$ cat config.mk
export PLATFORM = sky130hd
export DESIGN_NAME = ssp_top
export DESIGN_NICKNAME = d
export VERILOG_FILES = /design/src/ssp_pkg.sv /design/src/ssp_reg_if.sv /design/src/ssp_rate_gen.sv /design/src/ssp_ahb_slave.sv /design/src/ssp_top.sv
export SDC_FILE = /design/constraint.sdc
export NUM_CORES = 1
export LEC_CHECK = 0
export BUFFER_PORTS_ARGS = -buffer_cell sky130_fd_sc_hd__buf_2
export CAP_MARGIN = 10
export CORE_UTILIZATION = 38
export CTS_CLUSTER_DIAMETER = 60
export DETAILED_ROUTE_END_ITERATION = 8
export GPL_ROUTABILITY_DRIVEN = 0
export PLACE_DENSITY = 0.66
export SLEW_MARGIN = 20
export SYNTH_ARGS = -nofsm -noshare
export SYNTH_HDL_FRONTEND = slang
export SYNTH_SLANG_ARGS = --single-unit
$ cat constraint.sdc
create_clock -name clk -period 2.7 [get_ports clk]
set_input_delay 0.135 -clock clk [delete_from_list [all_inputs] [get_ports clk]]
set_output_delay 0.135 -clock clk [all_outputs]
set_load 0.01 [all_outputs]
$ cat src/ssp_pkg.sv
/*
 * shared constants, types and helpers of the serial port block:
 * register offsets, field positions, mode codes, rate counts.
 * assumes a 20 MHz system clock and byte-wide register data.
 */
package ssp_pkg;
	localparam logic [7:0] OFS_BUFFER = 8'h10;
	localparam logic [7:0] OFS_CONTROL = 8'h14;
	localparam logic [7:0] OFS_IRQ = 8'h18;
	localparam logic [7:0] OFS_STATUS = 8'h94;

	localparam int CTL_WRITE_COLLISION_FLAG = 7;
	localparam int CTL_OV = 6;
	localparam int CTL_EN = 5;
	localparam int CTL_CKP = 4;
	localparam int CTL_MODE_MSB = 3;
	localparam int STS_BF = 0;
	localparam int IRQ_FLAG = 0;
	localparam int SHIFT_MSB = 7;

	localparam logic [3:0] MODE_M4 = 4'h0;
	localparam logic [3:0] MODE_M16 = 4'h1;
	localparam logic [3:0] MODE_M64 = 4'h2;
	localparam logic [3:0] MODE_MTMR = 4'h3;
	localparam logic [3:0] MODE_SL_SS = 4'h4;
	localparam logic [3:0] MODE_SL = 4'h5;

	localparam logic [1:0] RATE_M16 = 2'h1;
	localparam logic [1:0] RATE_M64 = 2'h2;
	localparam logic [1:0] RATE_TMR = 2'h3;
	// half serial clock period in system clocks
	localparam logic [5:0] HALF_DIV4 = 6'h02;
	localparam logic [5:0] HALF_DIV16 = 6'h08;
	localparam logic [5:0] HALF_DIV64 = 6'h20;
	localparam logic [2:0] LAST_BIT = 3'h7;

	localparam logic [1:0] HTRANS_NONSEQ = 2'h2;
	localparam logic HRESP_OKAY = 1'b0;

	typedef enum logic [1:0] {
		MS_IDLE = 2'b00,
		MS_LEAD = 2'b01,
		MS_TRAIL = 2'b10
	} ssp_mst_t;

	typedef enum logic [1:0] {
		AP_IDLE = 2'b00,
		AP_WR = 2'b01,
		AP_RD = 2'b10,
		AP_RDOUT = 2'b11
	} ssp_aph_t;

	typedef struct packed {
		ssp_aph_t ph;
		logic [7:0] addr;
		logic [31:0] rdata;
	} ssp_ahb_t;

	typedef struct packed {
		logic [5:0] cnt;
	} ssp_rate_t;

	typedef struct packed {
		logic write_collision_flag;
		logic ov;
		logic en;
		logic clock_polarity_bit;
		logic [3:0] mode;
		logic bf;
		logic irq;
		logic [7:0] rxBuf;
		logic [7:0] shreg;
		logic [2:0] bitCnt;
		ssp_mst_t mst;
		logic sckAct;
		logic outBit;
		logic sckPrev;
	} ssp_core_t;

	function automatic logic isMaster(input logic [3:0] m);
		return (m == MODE_M4) || (m == MODE_M16) ||
			(m == MODE_M64) || (m == MODE_MTMR);
	endfunction

	function automatic logic isSlave(input logic [3:0] m);
		return (m == MODE_SL_SS) || (m == MODE_SL);
	endfunction
endpackage

$ cat src/ssp_reg_if.sv
`timescale 1ns/1ps
/*
 * register access strobes between the bus slave and the core.
 * assumes strobes last one clock and rdata is combinational.
 */
interface ssp_reg_if;
	logic wrStb;
	logic rdStb;
	logic [7:0] addr;
	logic [7:0] wdata;
	logic [7:0] rdata;
	modport bus(output wrStb, rdStb, addr, wdata, input rdata);
	modport core(input wrStb, rdStb, addr, wdata, output rdata);
endinterface

$ cat src/ssp_rate_gen.sv
`timescale 1ns/1ps
/*
 * master bit-rate divider: one-cycle pulse per half serial clock.
 * assumes periodTick is a one-cycle pulse from the period timer.
 */
module ssp_rate_gen
	import ssp_pkg::*;
(
	input logic clk,
	input logic sys_rst,
	input logic run,
	input logic [1:0] sel,
	input logic periodTick,
	output logic halfTick
);
	ssp_rate_t q, d;
	logic [5:0] lim;

	always_comb begin
		d = q;
		halfTick = 1'b0;
		if (sel == RATE_M16) begin
			lim = HALF_DIV16 - 6'h01;
		end else if (sel == RATE_M64) begin
			lim = HALF_DIV64 - 6'h01;
		end else begin
			lim = HALF_DIV4 - 6'h01;
		end
		// restart from zero so every divider-rate transfer gets full first half
		if (!run) begin
			d.cnt = '0;
		end else if (sel == RATE_TMR) begin
			halfTick = periodTick;
		end else if (q.cnt == lim) begin
			d.cnt = '0;
			halfTick = 1'b1;
		end else begin
			d.cnt = q.cnt + 6'h01;
		end
	end

	always_ff @(posedge clk) begin
		if (sys_rst) begin
			q <= '0;
		end else begin
			q <= d;
		end
	end
endmodule

$ cat src/ssp_ahb_slave.sv
`timescale 1ns/1ps
/*
 * AHB-Lite slave front end: writes take no wait state, reads
 * take one so hrdata comes from a flop. only word singles.
 * assumes the core answers rdata combinationally from addr.
 */
module ssp_ahb_slave
	import ssp_pkg::*;
(
	input logic clk,
	input logic sys_rst,
	input logic hsel,
	input logic [31:0] haddr,
	input logic [1:0] htrans,
	input logic hwrite,
	input logic [2:0] hsize,
	input logic [31:0] hwdata,
	input logic hready,
	output logic hreadyout,
	output logic hresp,
	output logic [31:0] hrdata,
	ssp_reg_if.bus regs
);
	ssp_ahb_t q, d;

	always_comb begin
		d = q;
		case (q.ph)
		AP_WR: begin
			d.ph = AP_IDLE;
		end
		AP_RD: begin
			d.rdata = {24'h00_0000, regs.rdata};
			d.ph = AP_RDOUT;
		end
		AP_RDOUT: begin
			d.ph = AP_IDLE;
		end
		default: begin
		end
		endcase
		if (hready && hsel && htrans == HTRANS_NONSEQ) begin
			d.addr = haddr[7:0];
			d.ph = hwrite ? AP_WR : AP_RD;
		end
	end

	assign regs.wrStb = (q.ph == AP_WR);
	assign regs.rdStb = (q.ph == AP_RD);
	assign regs.addr = q.addr;
	assign regs.wdata = hwdata[7:0];
	assign hreadyout = (q.ph != AP_RD);
	assign hresp = HRESP_OKAY;
	assign hrdata = q.rdata;

	always_ff @(posedge clk) begin
		if (sys_rst) begin
			q <= '0;
		end else begin
			q <= d;
		end
	end
endmodule

$ cat src/ssp_top.sv
`timescale 1ns/1ps
/*
 * four-wire serial port core: control and status registers,
 * 8-bit shift register, receive buffer, master clock generation
 * and slave clocking from the pin.
 * assumes serial pins are synchronous to clk; a slave clock must
 * stay well below clk/4 so both edges are seen.
 */

// What this block does
// - one shift register swaps a byte each way, MSB first
// - full byte goes to buffer, then buffer-full and irq flags set
// - next byte may shift in while buffer still unread
// - buffer write during transfer is dropped and sets collision flag
// - collision flag stays set until software clears it
// - reading the buffer clears buffer-full; flag shows data waiting
// - slave byte completing over unread buffer sets overflow, is lost
// - master mode never sets the overflow flag
// - overflow flag stays set until software clears it
// - enable bit hands clock and data pins to the port in mode codes 0 to 5
// - polarity bit sets clock idle level and drive/sample edges
// - mode codes 0 to 3 pick master rate clk/4, /16, /64, timer/2
// - code 4 is slave with select, code 5 slave without
// - two-wire mode codes leave the shift logic idle
// - master drives the clock pin, slave takes it as input
// - top two status bits always read zero
// - master buffer write starts a transfer at once
// - with select high slave output floats and byte pauses
// - slave sets irq flag when last bit is latched
module ssp_top
	import ssp_pkg::*;
(
	input logic clk,
	input logic sys_rst,
	input logic hsel,
	input logic [31:0] haddr,
	input logic [1:0] htrans,
	input logic hwrite,
	input logic [2:0] hsize,
	input logic [31:0] hwdata,
	input logic hready,
	output logic hreadyout,
	output logic hresp,
	output logic [31:0] hrdata,
	input logic periodTick,
	input logic sckIn,
	output logic sckOut,
	output logic sckOe,
	input logic sdi,
	output logic sdoOut,
	output logic sdoOe,
	input logic ssN,
	output logic portPinsOwned,
	output logic ssPinOwned
);
	localparam ssp_core_t CORE_RESET = '0;

	ssp_reg_if regIf ();
	ssp_core_t q, d;

	logic tick;
	logic runRate;
	logic own;
	logic master;
	logic slave;
	logic ssHold;
	logic rise;
	logic fall;
	logic txEdge;
	logic rxEdge;
	logic busy;
	logic wrCtl;
	logic wrBuf;
	logic wrIrq;
	logic rdBuf;
	logic done;
	logic [7:0] nextSh;

	ssp_ahb_slave u_bus (
		.clk(clk),
		.sys_rst(sys_rst),
		.hsel(hsel),
		.haddr(haddr),
		.htrans(htrans),
		.hwrite(hwrite),
		.hsize(hsize),
		.hwdata(hwdata),
		.hready(hready),
		.hreadyout(hreadyout),
		.hresp(hresp),
		.hrdata(hrdata),
		.regs(regIf)
	);

	assign runRate = master && (q.mst != MS_IDLE);

	ssp_rate_gen u_rate (
		.clk(clk),
		.sys_rst(sys_rst),
		.run(runRate),
		.sel(q.mode[1:0]),
		.periodTick(periodTick),
		.halfTick(tick)
	);

	always_comb begin
		d = q;
		// two-wire codes fall outside both sets: port stays off
		own = q.en && (isMaster(q.mode) || isSlave(q.mode));
		master = own && isMaster(q.mode);
		slave = own && isSlave(q.mode);
		ssHold = slave && (q.mode == MODE_SL_SS) && ssN;
		rise = sckIn && !q.sckPrev;
		fall = !sckIn && q.sckPrev;
		txEdge = q.clock_polarity_bit ? fall : rise;
		rxEdge = q.clock_polarity_bit ? rise : fall;
		busy = master ? (q.mst != MS_IDLE) : (q.bitCnt != '0);
		wrCtl = regIf.wrStb && (regIf.addr == OFS_CONTROL);
		wrBuf = regIf.wrStb && (regIf.addr == OFS_BUFFER);
		wrIrq = regIf.wrStb && (regIf.addr == OFS_IRQ);
		rdBuf = regIf.rdStb && (regIf.addr == OFS_BUFFER);
		nextSh = {q.shreg[SHIFT_MSB-1:0], sdi};
		done = 1'b0;
		d.sckPrev = sckIn;

		// software writes first so hardware sets below win
		if (wrCtl) begin
			d.write_collision_flag = regIf.wdata[CTL_WRITE_COLLISION_FLAG];
			d.ov = regIf.wdata[CTL_OV];
			d.en = regIf.wdata[CTL_EN];
			d.clock_polarity_bit = regIf.wdata[CTL_CKP];
			d.mode = regIf.wdata[CTL_MODE_MSB:0];
		end
		if (wrBuf) begin
			if (busy) begin
				d.write_collision_flag = 1'b1;
			end else begin
				d.shreg = regIf.wdata;
				if (master) begin
					d.mst = MS_LEAD;
				end
			end
		end
		if (wrIrq) begin
			d.irq = q.irq & regIf.wdata[IRQ_FLAG];
		end
		if (rdBuf) begin
			d.bf = 1'b0;
		end

		if (master) begin
			case (q.mst)
			MS_LEAD: begin
				if (tick) begin
					d.sckAct = 1'b1;
					d.outBit = q.shreg[SHIFT_MSB];
					d.mst = MS_TRAIL;
				end
			end
			MS_TRAIL: begin
				if (tick) begin
					d.sckAct = 1'b0;
					d.shreg = nextSh;
					d.bitCnt = q.bitCnt + 3'h1;
					if (q.bitCnt == LAST_BIT) begin
						done = 1'b1;
						d.mst = MS_IDLE;
					end else begin
						d.mst = MS_LEAD;
					end
				end
			end
			default: begin
			end
			endcase
		end else if (slave && !ssHold) begin
			// select high freezes the bit count: resume on same bit
			if (txEdge) begin
				d.outBit = q.shreg[SHIFT_MSB];
			end
			if (rxEdge) begin
				d.shreg = nextSh;
				d.bitCnt = q.bitCnt + 3'h1;
				done = (q.bitCnt == LAST_BIT);
			end
		end

		if (done) begin
			d.irq = 1'b1;
			// a read in this same cycle frees the buffer in time
			if (slave && d.bf) begin
				d.ov = 1'b1;
			end else begin
				d.rxBuf = nextSh;
				d.bf = 1'b1;
			end
		end

		if (!own) begin
			d.mst = MS_IDLE;
			d.bitCnt = '0;
			d.sckAct = 1'b0;
		end
	end

	always_comb begin
		if (regIf.addr == OFS_CONTROL) begin
			regIf.rdata = {q.write_collision_flag, q.ov, q.en, q.clock_polarity_bit, q.mode};
		end else if (regIf.addr == OFS_STATUS) begin
			regIf.rdata = {7'h00, q.bf};
		end else if (regIf.addr == OFS_BUFFER) begin
			regIf.rdata = q.rxBuf;
		end else if (regIf.addr == OFS_IRQ) begin
			regIf.rdata = {7'h00, q.irq};
		end else begin
			regIf.rdata = 8'h00;
		end
	end

	// idle level follows polarity even while no transfer runs
	assign sckOut = q.clock_polarity_bit ^ q.sckAct;
	assign sckOe = master;
	assign sdoOut = q.outBit;
	assign sdoOe = master || (slave && !ssHold);
	assign portPinsOwned = own;
	assign ssPinOwned = own && (q.mode == MODE_SL_SS);

	always_ff @(posedge clk) begin
		if (sys_rst) begin
			q <= CORE_RESET;
		end else begin
			q <= d;
		end
	end
endmodule

# == Yosys cells after proc, flatten, opt, wreduce, memory -nomap -nowiden ==
# Index checks and enable logic that the tools add are counted.
# W data, S select, Z words.
# classes
add_sub_neg,2
n_eq_ne,26
muxes,50
bitwise_logic,5
reduce_logical,42
# ops
op,n
$mux W8,7
$mux W11,4
$mux W1,25
$eq A8 B5 Y1 const B,3
$mux W10,2
$logic_and A1 B1 Y1,17
$mux W14,1
$eq A2 B2 Y1 const B,6
$mux W6,2
$reduce_and A4 Y1,3
$reduce_bool A2 Y1,6
$eq A4 B2 Y1 const B,2
$eq A4 B3 Y1 const B,2
$eq A8 B8 Y1 const B,1
$mux W2,4
$ne A2 B2 Y1 const B,4
$add A6 B1 Y6 const B,1
$eq A2 B1 Y1 const B,3
$eq A6 B6 Y1,1
$logic_or A1 B1 Y1,6
$pmux W3 S2,1
$reduce_bool A3 Y1,2
$reduce_or A2 Y1,3
$mux W5,1
13 further kinds,18
# totals
regBits,58
in_bits,78
output_inout_bits,40
word_cells,143

# == Longest topological paths before layout ==
# Gate-level depths: netlist (run 1).
# logic_depth
word_depth,14
mapped_depth,9
mapped_depth_nobuf,7

# == Cells and area by module ==
# From an unflattened synthesis (run 1), not the netlist that was laid out.
# hier_totals
hier_cells,391
area_unflattened_um2,3328.2
# by_module_without_submodules
module,n_inst,cells_per_inst,area_each_um2
ssp_top,1,219,1920.6
ssp_ahb_slave,1,130,1032.2
ssp_rate_gen,1,42,375.4

# == Worst setup path after synthesis (run 1) ==
# Ideal clock, no wire load.
# synth_path
kind,reg2reg
startpoint,register q[26] in the netlist's numbering
endpoint,register q (netlist bit nextSh[2])
setup_time_ns,0.143
arrival_time_ns,2.021
required_time_ns,2.557
setup_slack_ns,0.536
stages_incl_launch_ff,10
path_buffers,2
cell_sequence,dfxtp_1 inv_1 ha_1 nor3_1 o221ai_1 or3_1 buf_2 clkbuf_1 a21oi_1 a211oi_2
# synth_between
elab_chain_cells,13
# synth_rtl
item,line_no,rtl
start: declaration,ssp_top.sv:59,"ssp_core_t q, d;"
start signal: assignment,ssp_top.sv:230,q <= CORE_RESET;
start signal: assignment,ssp_top.sv:232,q <= d;
branches (longest 12 deep; another with $mux W14),-,
$mux W11 *,ssp_top.sv:151,if (master) begin
# Every way passes the cells marked *. The select of a mux whose other input is x is not followed.
# A chain may end at the register's enable or synchronous reset.

# == Final worst setup path (run 1) ==
# layout_path
startpoint,register q[26] in the netlist's numbering
endpoint,register q (netlist bit nextSh[4])
# Same word-level chain as after synthesis.

==> tab_implementation.tex, run 1 <==
\begin{tabular}{lr}
\hline
Metric & Value \\
\hline
\multicolumn{2}{l}{\textbf{Power}} \\
Cell-internal power & 1.70 mW \\
Ratio of total power to cell area & 562 nW/um2 \\
Power share of the combinational group & 4.3\% \\
Worst vdd ir & 0.000264 V \\
Register share of total power & 41.2\% \\
Clock share of power & 54.5\% \\
Switching power share of the total & 19.3\% \\
Total leakage power & 1.41 nW \\
Power dissipated by switching net loads & 0.406 mW \\
\multicolumn{2}{l}{\textbf{Routing}} \\
Routed vias/inst & 5.11 \\
1st-iter DRT viols & 122 \\
Average wire per cell in the routed design & 14.1 um \\
Total detailed-routing wirelength & 7.32 mm \\
Detailed-routing iteration count for the pre-antenna-repair pass & 4 \\
Vias & 2662 \\
Count of nets left with antenna violations after detail routing & 0 \\
Met3 routed WL & 347 um \\
Drt drc & 0 \\
Top metal layer carrying routed signals & met4 \\
DRT met1 WL & 3.46 mm \\
Met2 wire length & 3.44 mm \\
\multicolumn{2}{l}{\textbf{STA}} \\
Sum Neg Setup Slack & 0 ps \\
Worst Max-Slew Pin Slew & 655 ps \\
Count of final setup violators & 0 \\
Setup repair after global routing missed its margin & false \\
Final clock period utilization by the worst path & 90.3\% \\
Worst Hold Margin & 31.8 ps \\
Post-route minimum period & 2440 ps \\
Hold Fails Final Rpt & 0 \\
Worst clock skew on the final layout & 10.5 ps \\
Final max-slew violation count & 0 \\
Highest clock rate & 410 MHz \\
Max-slew headroom & 56.3\% \\
\multicolumn{2}{l}{\textbf{Synth}} \\
Avg Synthesized Cell Area & 8.77 um2 \\
Netlist cell types & 61 \\
Sequential element share of the synthesized area & 35.1\% \\
Leading cell types by total area after synthesis & sky130\_fd\_sc\_hd\_\_dfxtp\_1 35\%, sky130\_fd\_sc\_hd\_\_buf\_4 8.2\%, sky130\_fd\_sc\_hd\_\_mux2i\_1 7.6\% \\
Largest area contributor in the synthesized netlist & sky130\_fd\_sc\_hd\_\_dfxtp\_1 \\
FFs w/ async S/R, synth & 0\% \\
Syn Inst Count & 377 \\
Yosys top cell area share & 35.1\% \\
Number of register bits inferred by synthesis & 58 \\
Number of enable-type register cells in the synthesized netlist & 0 \\
Most frequent cell after synthesis & sky130\_fd\_sc\_hd\_\_dfxtp\_1 \\
Commonest cells in the netlist & 58 x sky130\_fd\_sc\_hd\_\_dfxtp\_1, 37 x sky130\_fd\_sc\_hd\_\_nand2\_1, 36 x sky130\_fd\_sc\_hd\_\_buf\_4 \\
Predominant post-synthesis flop cell & sky130\_fd\_sc\_hd\_\_dfxtp\_1 \\
Synthesis Warnings & 0 \\
Post-synthesis instance area & 3310 um2 \\
\multicolumn{2}{l}{\textbf{Setup path}} \\
Crit-path leading delay family & simple AND/OR/NAND/NOR gates \\
Critical path depth & 7 \\
Standard cell with the maximum stage delay on the critical path & sky130\_fd\_sc\_hd\_\_or3\_1 \\
Worst setup path category & flop to flop \\
Critical path capture point type & flop \\
Crit path buf inv count & 1 \\
Maximum cell stage delay along the critical path & 670 ps \\
Req. time, crit path & 2960 ps \\
Critical path fanouts, max & 15 \\
Crit start category & flop \\
Worst Reg2Reg Path Length in Cells & 7 \\
Arrival time reported for the critical path endpoint & 2690 ps \\
Critical path cell sequence & inv\_1, ha\_1, nor3\_1, o221ai\_1, or3\_1, and2\_4, a211oi\_2 \\
\multicolumn{2}{l}{\textbf{Clock tree}} \\
Clock slew at the register clock pins of the worst setup and hold paths & 70 ps \\
CTS sink count & 58 \\
Number of buffers created by CTS & 9 \\
Clk Latency, worst-skew pair & 340 ps \\
Count of buffers added by post-CTS timing repair for setup & 0 \\
Clock tree from TritonCTS & yes \\
Buffer cell driving the clock tree root & sky130\_fd\_sc\_hd\_\_clkbuf\_8 \\
Post-cts gate resize count & 0 \\
Hold buffers post-CTS & 0 \\
Longest Clk Path Bufs & 2 \\
Number of H-tree levels & 3 \\
\multicolumn{2}{l}{\textbf{Placed design}} \\
Total placed cells including tap cells & 505 \\
Placed standard-cell area & 3460 um2 \\
Detailed-placement wirelength estimate & 5.43 mm \\
PortBufs & 41 \\
\multicolumn{2}{l}{\textbf{Global routing}} \\
Gr usage total & 17.7\% \\
Initial antenna violation count & 0 \\
Gr ovfl total & 0 \\
Wire length of the first global-routing pass & 12.2 mm \\
Via count of the first global-routing pass & 2544 \\
Pin count of the biggest net entering global routing & 37 \\
\multicolumn{2}{l}{\textbf{Cells and area}} \\
Antenna diode count & 0 \\
Post-route design area & 3740 um2 \\
Layout overhead on the synthesized area & 13.2\% \\
Number of nets in the layout & 500 \\
Non-filler instance count after layout & 521 \\
Layout cells sized above 1 & 19.5\% \\
Fill cell instance count of the final layout & 797 \\
\multicolumn{2}{l}{\textbf{Min path}} \\
Worst min path class & input pin to flop \\
Number of cells on the worst hold path & 3 \\
\multicolumn{2}{l}{\textbf{Floorplan}} \\
Width of the die & 95.3 um \\
\# rows & 33 \\
Core region area & 8300 um2 \\
\# IOs & 118 \\
Starting density of the core & 39.8\% \\
Die Height & 95.3 um \\
Die outline area & 9080 um2 \\
\multicolumn{2}{l}{\textbf{Run status}} \\
Result of the run & completed \\
\multicolumn{2}{l}{\textbf{Run}} \\
Number of maximum-capacitance constraint violations & 0 \\
\hline
\end{tabular}
## placed cells by master (no fill, tap or decap), drive strengths merged, types with 3 or more instances in the layout
cell type	instances
dfxtp	58
buf	50
nand2	37
a21oi	28
nand2b	25
mux2i	25
conb	25
nor2	24
nor3	14
ha	11
clkbuf	11
nor2b	9
a211oi	9
o21ai	8
inv	7
a221oi	7
nand3	6
bufinv	5
xor2	4
and3	4
nand3b	3
and2	3
a21bo	3
## layout make-up
class / count / area (um2) / area share, %
Multi-Input combinational cell: 283 / 1860 / 49.7
Sequential cell: 58 / 1160 / 31.0
Timing Repair Buffer: 50 / 273 / 7.29
Clock inverter: 5 / 150 / 4.01
Clock buffer: 11 / 131 / 3.51
Tap cell: 105 / 131 / 3.51
Inverter: 9 / 33.8 / 0.903
## state kept, by name, indices dropped and copies added (netlist names)
signal and flops:
u_bus.regs.addr 8, q 26, nextSh 7, sdoOut 1, u_rate.q 6, u_bus.q 2, u_bus.hrdata 8
## worst reg2reg max path, stage by stage, from the launching register on
cell                       delay, ps
sky130_fd_sc_hd__dfxtp_1         330
sky130_fd_sc_hd__inv_1            60
sky130_fd_sc_hd__ha_1            320
sky130_fd_sc_hd__nor3_1          200
sky130_fd_sc_hd__o221ai_1        290
sky130_fd_sc_hd__or3_1           670
sky130_fd_sc_hd__and2_4          310
sky130_fd_sc_hd__a211oi_2        180
## power groups by stage
stage	registers (mW)	logic [mW]	clock network, mW
6_report	0.866	0.0899	1.15
4_1_cts	0.866	0.0897	1.17
2_1_floorplan	0.884	0.0837	0
5_1_grt	0.867	0.102	1.22
3_5_place_dp	0.886	0.0892	0
3_3_place_gp	0.885	0.0878	0
## kinds of logic after synthesis
logic type	after synthesis	share of synthesized area [%]
and+or+nand+nor	142	23.5
AOI/OAI and AO/OA	74	16.6
buffers and inverters	60	11.3
DFF	58	35.1
muxes	25	7.57
adders and majority gates	11	4.16
xor gates and xnor gates	6	1.59
other	1	0.113
## layer usage
metal | track usage (%) | vias to the layer above
li1 | - | 1343
met1 | 23.2 | 1241
met2 | 28.1 | 70
met3 | 5.26 | 8
met4 | 5.30 | 0
met5 | 0 | -
## path summary, 6_finish.rpt
path | start | slack [ps] | end
worst max-delay path | q[26]$_SDFFE_PP0P_ | 260 | nextSh[4]$_SDFF_PP0_
worst min-delay path | haddr[4] | 30 | u_bus.regs.addr[4]$_SDFFE_PP0P_
worst max register to register | q[26]$_SDFFE_PP0P_ | 260 | nextSh[4]$_SDFF_PP0_
worst min register to register | u_bus.regs.addr[5]$_SDFFE_PP0P_ | 460 | u_bus.regs.addr[5]$_SDFFE_PP0P_
## stage by stage
stage          utilization [%]  setup WS (ps)  total power [mW]
3_3_place_gp              41.7            365             0.973
5_1_grt                   45.1            133              2.19
3_5_place_dp              41.7            327             0.975
2_1_floorplan                -            536             0.968
6_report                  45.1            263              2.10
4_1_cts                   45.1            282              2.12
Note: power is estimated with default switching activity, not from simulation.
==> run 2, diff against run 1 <==
Settings changed: ABC_AREA set to 1, PLACE_DENSITY 0.66 to 0.72.
==> run 2 against run 1 <==
Wire length decreased by 1.6%. Global-route usage decreased by 0.85 points. Maximum frequency increased by 9.1%. Power decreased by 21%. Cell count increased by 16%. First-iteration DRC count increased by 44%. Critical path depth increased by 5. Combinational power increased by 10%. Clock power decreased by 40%. Sequential power increased by 0.7%. Critical path type unchanged.
==> tab_implementation.tex, run 2 <==
\begin{tabular}{lr}
\hline
Metric & Value \\
\hline
\multicolumn{2}{l}{\textbf{Run status}} \\
Result of the run & completed \\
\multicolumn{2}{l}{\textbf{Cells and area}} \\
Antenna diode count & 0 \\
Post-route design area & 3600 um2 \\
Layout overhead on the synthesized area & 8.85\% \\
Area occupied by multi-input gates & 1690 um2 \\
Number of nets in the layout & 584 \\
Number of flip-flops in the largest register & 26 \\
Footprint of the flip-flops and latches & 1160 um2 \\
Fill cell instance count of the final layout & 852 \\
Register name with the most flops & q \\
Layout cells sized above 1 & 18.2\% \\
Commonest cells after routing, fill and taps aside & 74 x sky130\_fd\_sc\_hd\_\_nand2\_1, 65 x sky130\_fd\_sc\_hd\_\_nor2\_1, 58 x sky130\_fd\_sc\_hd\_\_dfxtp\_1 \\
Most common cell after layout, fill and taps aside & sky130\_fd\_sc\_hd\_\_nand2\_1 \\
\multicolumn{2}{l}{\textbf{Clock tree}} \\
Clock slew at the register clock pins of the worst setup and hold paths & 70 ps \\
Count of buffers added by post-CTS timing repair for setup & 0 \\
Clk Latency, worst-skew pair & 340 ps \\
Longest Clk Path Bufs & 2 \\
Post-cts gate resize count & 0 \\
Buffer cell driving the clock tree root & sky130\_fd\_sc\_hd\_\_clkbuf\_8 \\
Number of H-tree levels & 3 \\
Clock tree from TritonCTS & yes \\
CTS sink count & 58 \\
Number of buffers created by CTS & 9 \\
\multicolumn{2}{l}{\textbf{Routing}} \\
Drt drc & 0 \\
Routed vias/inst & 4.87 \\
Count of nets left with antenna violations after detail routing & 0 \\
Average wire per cell in the routed design & 11.9 um \\
1st-iter DRT viols & 176 \\
Total detailed-routing wirelength & 7.21 mm \\
Detailed-routing iteration count for the pre-antenna-repair pass & 4 \\
Vias & 2946 \\
\multicolumn{2}{l}{\textbf{Global routing}} \\
Initial antenna violation count & 0 \\
Gr ovfl total & 0 \\
Wire length of the first global-routing pass & 11.8 mm \\
Via count of the first global-routing pass & 2564 \\
Gr usage total & 16.9\% \\
Pin count of the biggest net entering global routing & 44 \\
\multicolumn{2}{l}{\textbf{Synth}} \\
Most frequent cell after synthesis & sky130\_fd\_sc\_hd\_\_nand2\_1 \\
Predominant post-synthesis flop cell & sky130\_fd\_sc\_hd\_\_dfxtp\_1 \\
Avg Synthesized Cell Area & 7.16 um2 \\
Yosys top cell area share & 35.1\% \\
FFs w/ async S/R, synth & 0\% \\
Commonest cells in the netlist & 74 x sky130\_fd\_sc\_hd\_\_nand2\_1, 65 x sky130\_fd\_sc\_hd\_\_nor2\_1, 58 x sky130\_fd\_sc\_hd\_\_dfxtp\_1 \\
Number of enable-type register cells in the synthesized netlist & 0 \\
Largest area contributor in the synthesized netlist & sky130\_fd\_sc\_hd\_\_dfxtp\_1 \\
Number of register bits inferred by synthesis & 58 \\
Syn Inst Count & 462 \\
Synthesis Warnings & 0 \\
Netlist cell types & 36 \\
Post-synthesis instance area & 3310 um2 \\
Leading cell types by total area after synthesis & sky130\_fd\_sc\_hd\_\_dfxtp\_1 35\%, sky130\_fd\_sc\_hd\_\_nand2\_1 8.4\%, sky130\_fd\_sc\_hd\_\_buf\_4 7.5\% \\
Sequential element share of the synthesized area & 35.1\% \\
\multicolumn{2}{l}{\textbf{Placed design}} \\
PortBufs & 41 \\
Detailed-placement wirelength estimate & 5.32 mm \\
Worst setup slack before clock tree synthesis & 538 ps \\
Placed standard-cell area & 3430 um2 \\
\multicolumn{2}{l}{\textbf{Min path}} \\
Min-Delay Endpoint & u\_bus.regs.addr[3]\$\_SDFFE\_PP0P\_ \\
Worst Hold Launch & haddr[3] \\
Number of cells on the worst hold path & 3 \\
Worst min path class & input pin to flop \\
\multicolumn{2}{l}{\textbf{Floorplan}} \\
\# IOs & 118 \\
\# rows & 33 \\
Starting density of the core & 39.7\% \\
Die Height & 95.3 um \\
Core region area & 8340 um2 \\
Die outline area & 9090 um2 \\
Width of the die & 95.3 um \\
\multicolumn{2}{l}{\textbf{Setup path}} \\
Maximum cell stage delay along the critical path & 400 ps \\
Crit path buf inv count & 1 \\
Worst Reg2Reg Path Length in Cells & 12 \\
Req. time, crit path & 2930 ps \\
Worst setup path category & flop to flop \\
Start point of the critical path & q[26]\$\_SDFFE\_PP0P\_ \\
Setup slack of the worst register-to-register path & 470 ps \\
Critical path cell sequence & inv\_1, ha\_1, nand2\_1, nand2\_1, nor2\_1, nand3\_1, nand2\_4, nand2\_4, nand2\_4, nand2\_2, nor2\_1, nor2\_1 \\
Critical path capture point type & flop \\
Crit start category & flop \\
Critical path fanouts, max & 20 \\
Standard cell with the maximum stage delay on the critical path & sky130\_fd\_sc\_hd\_\_dfxtp\_1 \\
Arrival time reported for the critical path endpoint & 2460 ps \\
Crit-path leading delay family & simple AND/OR/NAND/NOR gates \\
Reg-to-reg endpoint & nextSh[4]\$\_SDFF\_PP0\_ \\
FF-to-FF Start & q[26]\$\_SDFFE\_PP0P\_ \\
\multicolumn{2}{l}{\textbf{Power}} \\
Worst vdd ir & 0.000263 V \\
Cell-internal power & 1.25 mW \\
Total leakage power & 1.77 nW \\
Power share of the combinational group & 6.0\% \\
Power dissipated by switching net loads & 0.405 mW \\
Clock share of power & 41.4\% \\
Switching power share of the total & 24.4\% \\
Ratio of total power to cell area & 460 nW/um2 \\
Final Total Pwr & 1.66 mW \\
Register share of total power & 52.6\% \\
\multicolumn{2}{l}{\textbf{STA}} \\
Post-route setup slack & 466 ps \\
Worst clock skew on the final layout & 4.92 ps \\
Worst Max-Slew Pin Slew & 664 ps \\
Final clock period utilization by the worst path & 82.8\% \\
Max-slew headroom & 55.6\% \\
Highest clock rate & 448 MHz \\
Post-route minimum period & 2230 ps \\
Count of final setup violators & 0 \\
Setup repair after global routing missed its margin & false \\
Sum Neg Setup Slack & 0 ps \\
Final max-slew violation count & 0 \\
Hold Fails Final Rpt & 0 \\
\multicolumn{2}{l}{\textbf{Run}} \\
Number of maximum-capacitance constraint violations & 0 \\
\hline
\end{tabular}
## run 2: changes by cell type after synthesis, moves of 12 or more
cell,change
sky130_fd_sc_hd__o21ai_0,+13
sky130_fd_sc_hd__inv_1,+41
sky130_fd_sc_hd__nor2_1,+41
sky130_fd_sc_hd__nand3_1,+15
sky130_fd_sc_hd__o21ai_1,+14
sky130_fd_sc_hd__inv_2,+12
sky130_fd_sc_hd__nand2_1,+37
sky130_fd_sc_hd__nand2b_1,-25
sky130_fd_sc_hd__mux2i_1,-25
sky130_fd_sc_hd__nand4_1,+12
## run 2: worst max path at each step
stage                                 endpoint  depth (start not counted)  slack, ps
after floorplan              q[7]$_SDFFE_PP0P_                         13        900
after global placement       q[7]$_SDFFE_PP0P_                         12        600
after detailed placement     q[7]$_SDFFE_PP0P_                         12        540
after CTS                 nextSh[4]$_SDFF_PP0_                         12        510
after global routing         q[7]$_SDFFE_PP0P_                         12        300
final                     nextSh[4]$_SDFF_PP0_                         12        470
## run 2: kinds of logic after synthesis
group	Yosys count	synth area share, %
buffers and inverters	106	16.6
and+or+nand+nor	200	29.4
DFF	58	35.1
other	1	0.113
AOI/OAI and AO/OA	83	13.9
adders and majority gates	11	4.16
xor gates and xnor gates	3	0.794
## run 2: per-layer routing
layer  part of all wire [%]  vias up  global-route usage, %  wire (um)
met3                    7.0       10                   3.43        507
met4                    1.5        0                   6.69        107
met1                     47     1327                   22.7       3390
li1                       -     1499                      -          -
met2                     44      110                   26.4       3200
met5                      0        -                      0          0
## run 2: per-stage QoR
| step | cells | hold WS [ps] | util (%) |
|---|---|---|---|
| 6_report | 605 | 17.8 | 43.2 |
| 3_5_place_dp | 588 | 339 | 41.1 |
| 3_3_place_gp | 588 | 333 | 41.1 |
| 5_1_grt | 605 | 38.0 | 43.2 |
| 4_1_cts | 605 | 12.1 | 43.2 |
| 2_1_floorplan | 486 | 197 | - |
## run 2: cell type report
type	instances	area share, %
Tap cell	105	3.65
Clock buffer	13	4.13
Timing Repair Buffer	44	6.39
Sequential cell	58	32.2
Multi-Input combinational cell	322	46.9
Inverter	60	6.25
Clock inverter	3	0.417
## run 2: worst min-delay path: cells and delay by family
| kind | cells | cell delay [ps] |
|---|---|---|
| buffers and inverters | 1 | 70 |
| and+or+nand+nor | 2 | 110 |
## run 2: what timing repair did
| action | 4_1_cts | 5_1_grt |
|---|---|---|
| setup endpoints to repair | 0 | 0 |
| hold buffers | 1 | 0 |
| hold endpoints to repair | 1 | 0 |
## run 2: power by group through the flow
stage          registers, mW  clock network [mW]  logic, mW
5_1_grt                0.872               0.746      0.113
3_3_place_gp           0.891                   0     0.0954
4_1_cts                0.872               0.697     0.0982
2_1_floorplan          0.889                   0     0.0918
6_report               0.872               0.687     0.0991
3_5_place_dp           0.891                   0     0.0970
==> run 3, diff against run 2 <==
Settings changed: PLACE_DENSITY 0.72 to 0.74.
Clock period 2.7 ns to 2 ns, I/O delays scaled along.
==> run 3 against run 2 <==
Register-to-register slack worse by 320 ps. Global-route usage grew 1.6 points. Sequential share of layout area is 1.9 points lower. First-iteration DRC count shrank 32%. Non-clock buffer count increased by 17. Cell count increased by 2.8%. Clock skew grew 3.2 ps. Utilization grew 2.7 points. Highest routed layer unchanged.
==> tab_implementation.tex, run 3 (synthesis gave the netlist of run 2 again) <==
\begin{tabular}{lr}
\hline
Metric & Value \\
\hline
\multicolumn{2}{l}{\textbf{STA}} \\
Worst Hold Margin & 6.91 ps \\
Final clock period utilization by the worst path & 92.9\% \\
Setup repair after global routing missed its margin & false \\
Worst clock skew on the final layout & 8.17 ps \\
Final max-slew violation count & 0 \\
Sum Neg Setup Slack & 0 ps \\
Count of final setup violators & 0 \\
Post-route minimum period & 1860 ps \\
Max-slew headroom & 56.8\% \\
Worst Max-Slew Pin Slew & 647 ps \\
Highest clock rate & 538 MHz \\
Hold Fails Final Rpt & 0 \\
\multicolumn{2}{l}{\textbf{Routing}} \\
Total detailed-routing wirelength & 7.59 mm \\
Detailed-routing iteration count for the pre-antenna-repair pass & 4 \\
Count of nets left with antenna violations after detail routing & 0 \\
Drt drc & 0 \\
Average wire per cell in the routed design & 12.2 um \\
Routed vias/inst & 4.77 \\
Vias & 2964 \\
1st-iter DRT viols & 119 \\
\multicolumn{2}{l}{\textbf{Global routing}} \\
Gr usage total & 18.5\% \\
Pin count of the biggest net entering global routing & 44 \\
Initial antenna violation count & 0 \\
Wire length of the first global-routing pass & 12.7 mm \\
Gr ovfl total & 0 \\
Via count of the first global-routing pass & 2796 \\
\multicolumn{2}{l}{\textbf{Setup path}} \\
Crit start category & flop \\
Standard cell with the maximum stage delay on the critical path & sky130\_fd\_sc\_hd\_\_dfxtp\_1 \\
Arrival time reported for the critical path endpoint & 2140 ps \\
Worst setup path category & flop to flop \\
Most frequent cell on the critical path & sky130\_fd\_sc\_hd\_\_nand2\_1 \\
Maximum cell stage delay along the critical path & 310 ps \\
Crit path buf inv count & 3 \\
Start point of the critical path & q[27]\$\_SDFFE\_PP0P\_ \\
Critical path capture point type & flop \\
Crit-path leading delay family & simple AND/OR/NAND/NOR gates \\
Critical path fanouts, max & 16 \\
Req. time, crit path & 2280 ps \\
Critical path cell sequence & inv\_1, buf\_4, ha\_1, o21ai\_1, nor2\_2, nand2\_1, a21oi\_2, nand2\_2, buf\_12, nand3\_2, nand2\_1, nor2\_1 \\
FF-to-FF Start & q[27]\$\_SDFFE\_PP0P\_ \\
\multicolumn{2}{l}{\textbf{Placed design}} \\
PortBufs & 41 \\
Detailed-placement wirelength estimate & 5.51 mm \\
\multicolumn{2}{l}{\textbf{Floorplan}} \\
\# rows & 33 \\
\# IOs & 118 \\
Width of the die & 95.3 um \\
Core region area & 8340 um2 \\
Die Height & 95.3 um \\
Die outline area & 9090 um2 \\
Starting density of the core & 39.7\% \\
\multicolumn{2}{l}{\textbf{Run}} \\
Number of maximum-capacitance constraint violations & 0 \\
\multicolumn{2}{l}{\textbf{Clock tree}} \\
Clk Latency, worst-skew pair & 350 ps \\
Clock tree from TritonCTS & yes \\
Buffer cell driving the clock tree root & sky130\_fd\_sc\_hd\_\_clkbuf\_8 \\
Clock slew at the register clock pins of the worst setup and hold paths & 60 ps \\
Number of H-tree levels & 3 \\
Number of buffers created by CTS & 9 \\
CTS sink count & 58 \\
Longest Clk Path Bufs & 2 \\
\multicolumn{2}{l}{\textbf{Min path}} \\
Worst min path class & input pin to flop \\
Worst Hold Launch & sdi \\
\multicolumn{2}{l}{\textbf{Run status}} \\
Result of the run & completed \\
\multicolumn{2}{l}{\textbf{Power}} \\
Register share of total power & 48.3\% \\
Ratio of total power to cell area & 637 nW/um2 \\
Clock share of power & 45.7\% \\
Final Total Pwr & 2.44 mW \\
Power dissipated by switching net loads & 0.578 mW \\
Cell-internal power & 1.86 mW \\
Power share of the combinational group & 5.9\% \\
Switching power share of the total & 23.7\% \\
Worst vdd ir & 0.000338 V \\
Total leakage power & 1.88 nW \\
\multicolumn{2}{l}{\textbf{Cells and area}} \\
Antenna diode count & 0 \\
Most common cell after layout, fill and taps aside & sky130\_fd\_sc\_hd\_\_nand2\_1 \\
Fill cell instance count of the final layout & 866 \\
Layout overhead on the synthesized area & 15.6\% \\
Number of nets in the layout & 601 \\
Register name with the most flops & q \\
Layout cells sized above 1 & 21.1\% \\
Commonest cells after routing, fill and taps aside & 74 x sky130\_fd\_sc\_hd\_\_nand2\_1, 62 x sky130\_fd\_sc\_hd\_\_nor2\_1, 58 x sky130\_fd\_sc\_hd\_\_dfxtp\_1 \\
Final cell utilization of the core & 45.9\% \\
Number of flip-flops in the largest register & 26 \\
\hline
\end{tabular}
run 3: cell type report:
cell class                      count  area (um2)  area share [%]
Clock buffer                       11         151            3.96
Clock inverter                      5        52.6            1.37
Inverter                           60         225            5.89
Multi-Input combinational cell    322        1720            44.8
Sequential cell                    58        1160            30.4
Tap cell                          105         131            3.43
Timing Repair Buffer               61         388            10.1
run 3: per-layer routing:
metal	vias up	track usage [%]	part of all wire [%]
li1	1528	-	-
met3	14	3.67	6.4
met2	97	29.9	46
met1	1325	23.1	45
met5	-	0	0
met4	0	9.60	2.5
run 3: power groups by stage:
stage	registers (mW)	logic (mW)	clock network (mW)
2_1_floorplan	1.20	0.124	0
3_3_place_gp	1.20	0.130	0
3_5_place_dp	1.20	0.131	0
4_1_cts	1.18	0.143	1.13
5_1_grt	1.18	0.166	1.20
6_report	1.18	0.145	1.11
run 3: tightest hold or removal path, delay by kind of cell:
| family | cells | cell delay, ps |
|---|---|---|
| buf+inv | 1 | 90 |
| simple gates | 2 | 130 |
run 3: repair_timing:
item,in CTS,in global routing
hold endpoints to repair,8,0
buffers inserted,0,1
hold buffers,8,0
gates resized for setup,0,5
setup endpoints to repair,0,19
run 3: path summary, 6_finish.rpt:
kind                                endpoint  slack [ps]  depth (start not counted)
max                     nextSh[2]$_SDFF_PP0_         140                         12
min reg2reg  u_bus.regs.addr[5]$_SDFFE_PP0P_         460                          2
max reg2reg             nextSh[2]$_SDFF_PP0_         140                         12
min                     nextSh[1]$_SDFF_PP0_           7                          3
run 3: per-stage QoR:
stage / instances / setup WS [ps] / area, um2
4_1_cts: 621 / 75.1 / 3790
3_3_place_gp: 597 / 146 / 3510
5_1_grt: 622 / 9.73 / 3820
6_report: 622 / 141 / 3820
2_1_floorplan: 486 / 201 / 3400
3_5_place_dp: 597 / 92.8 / 3510
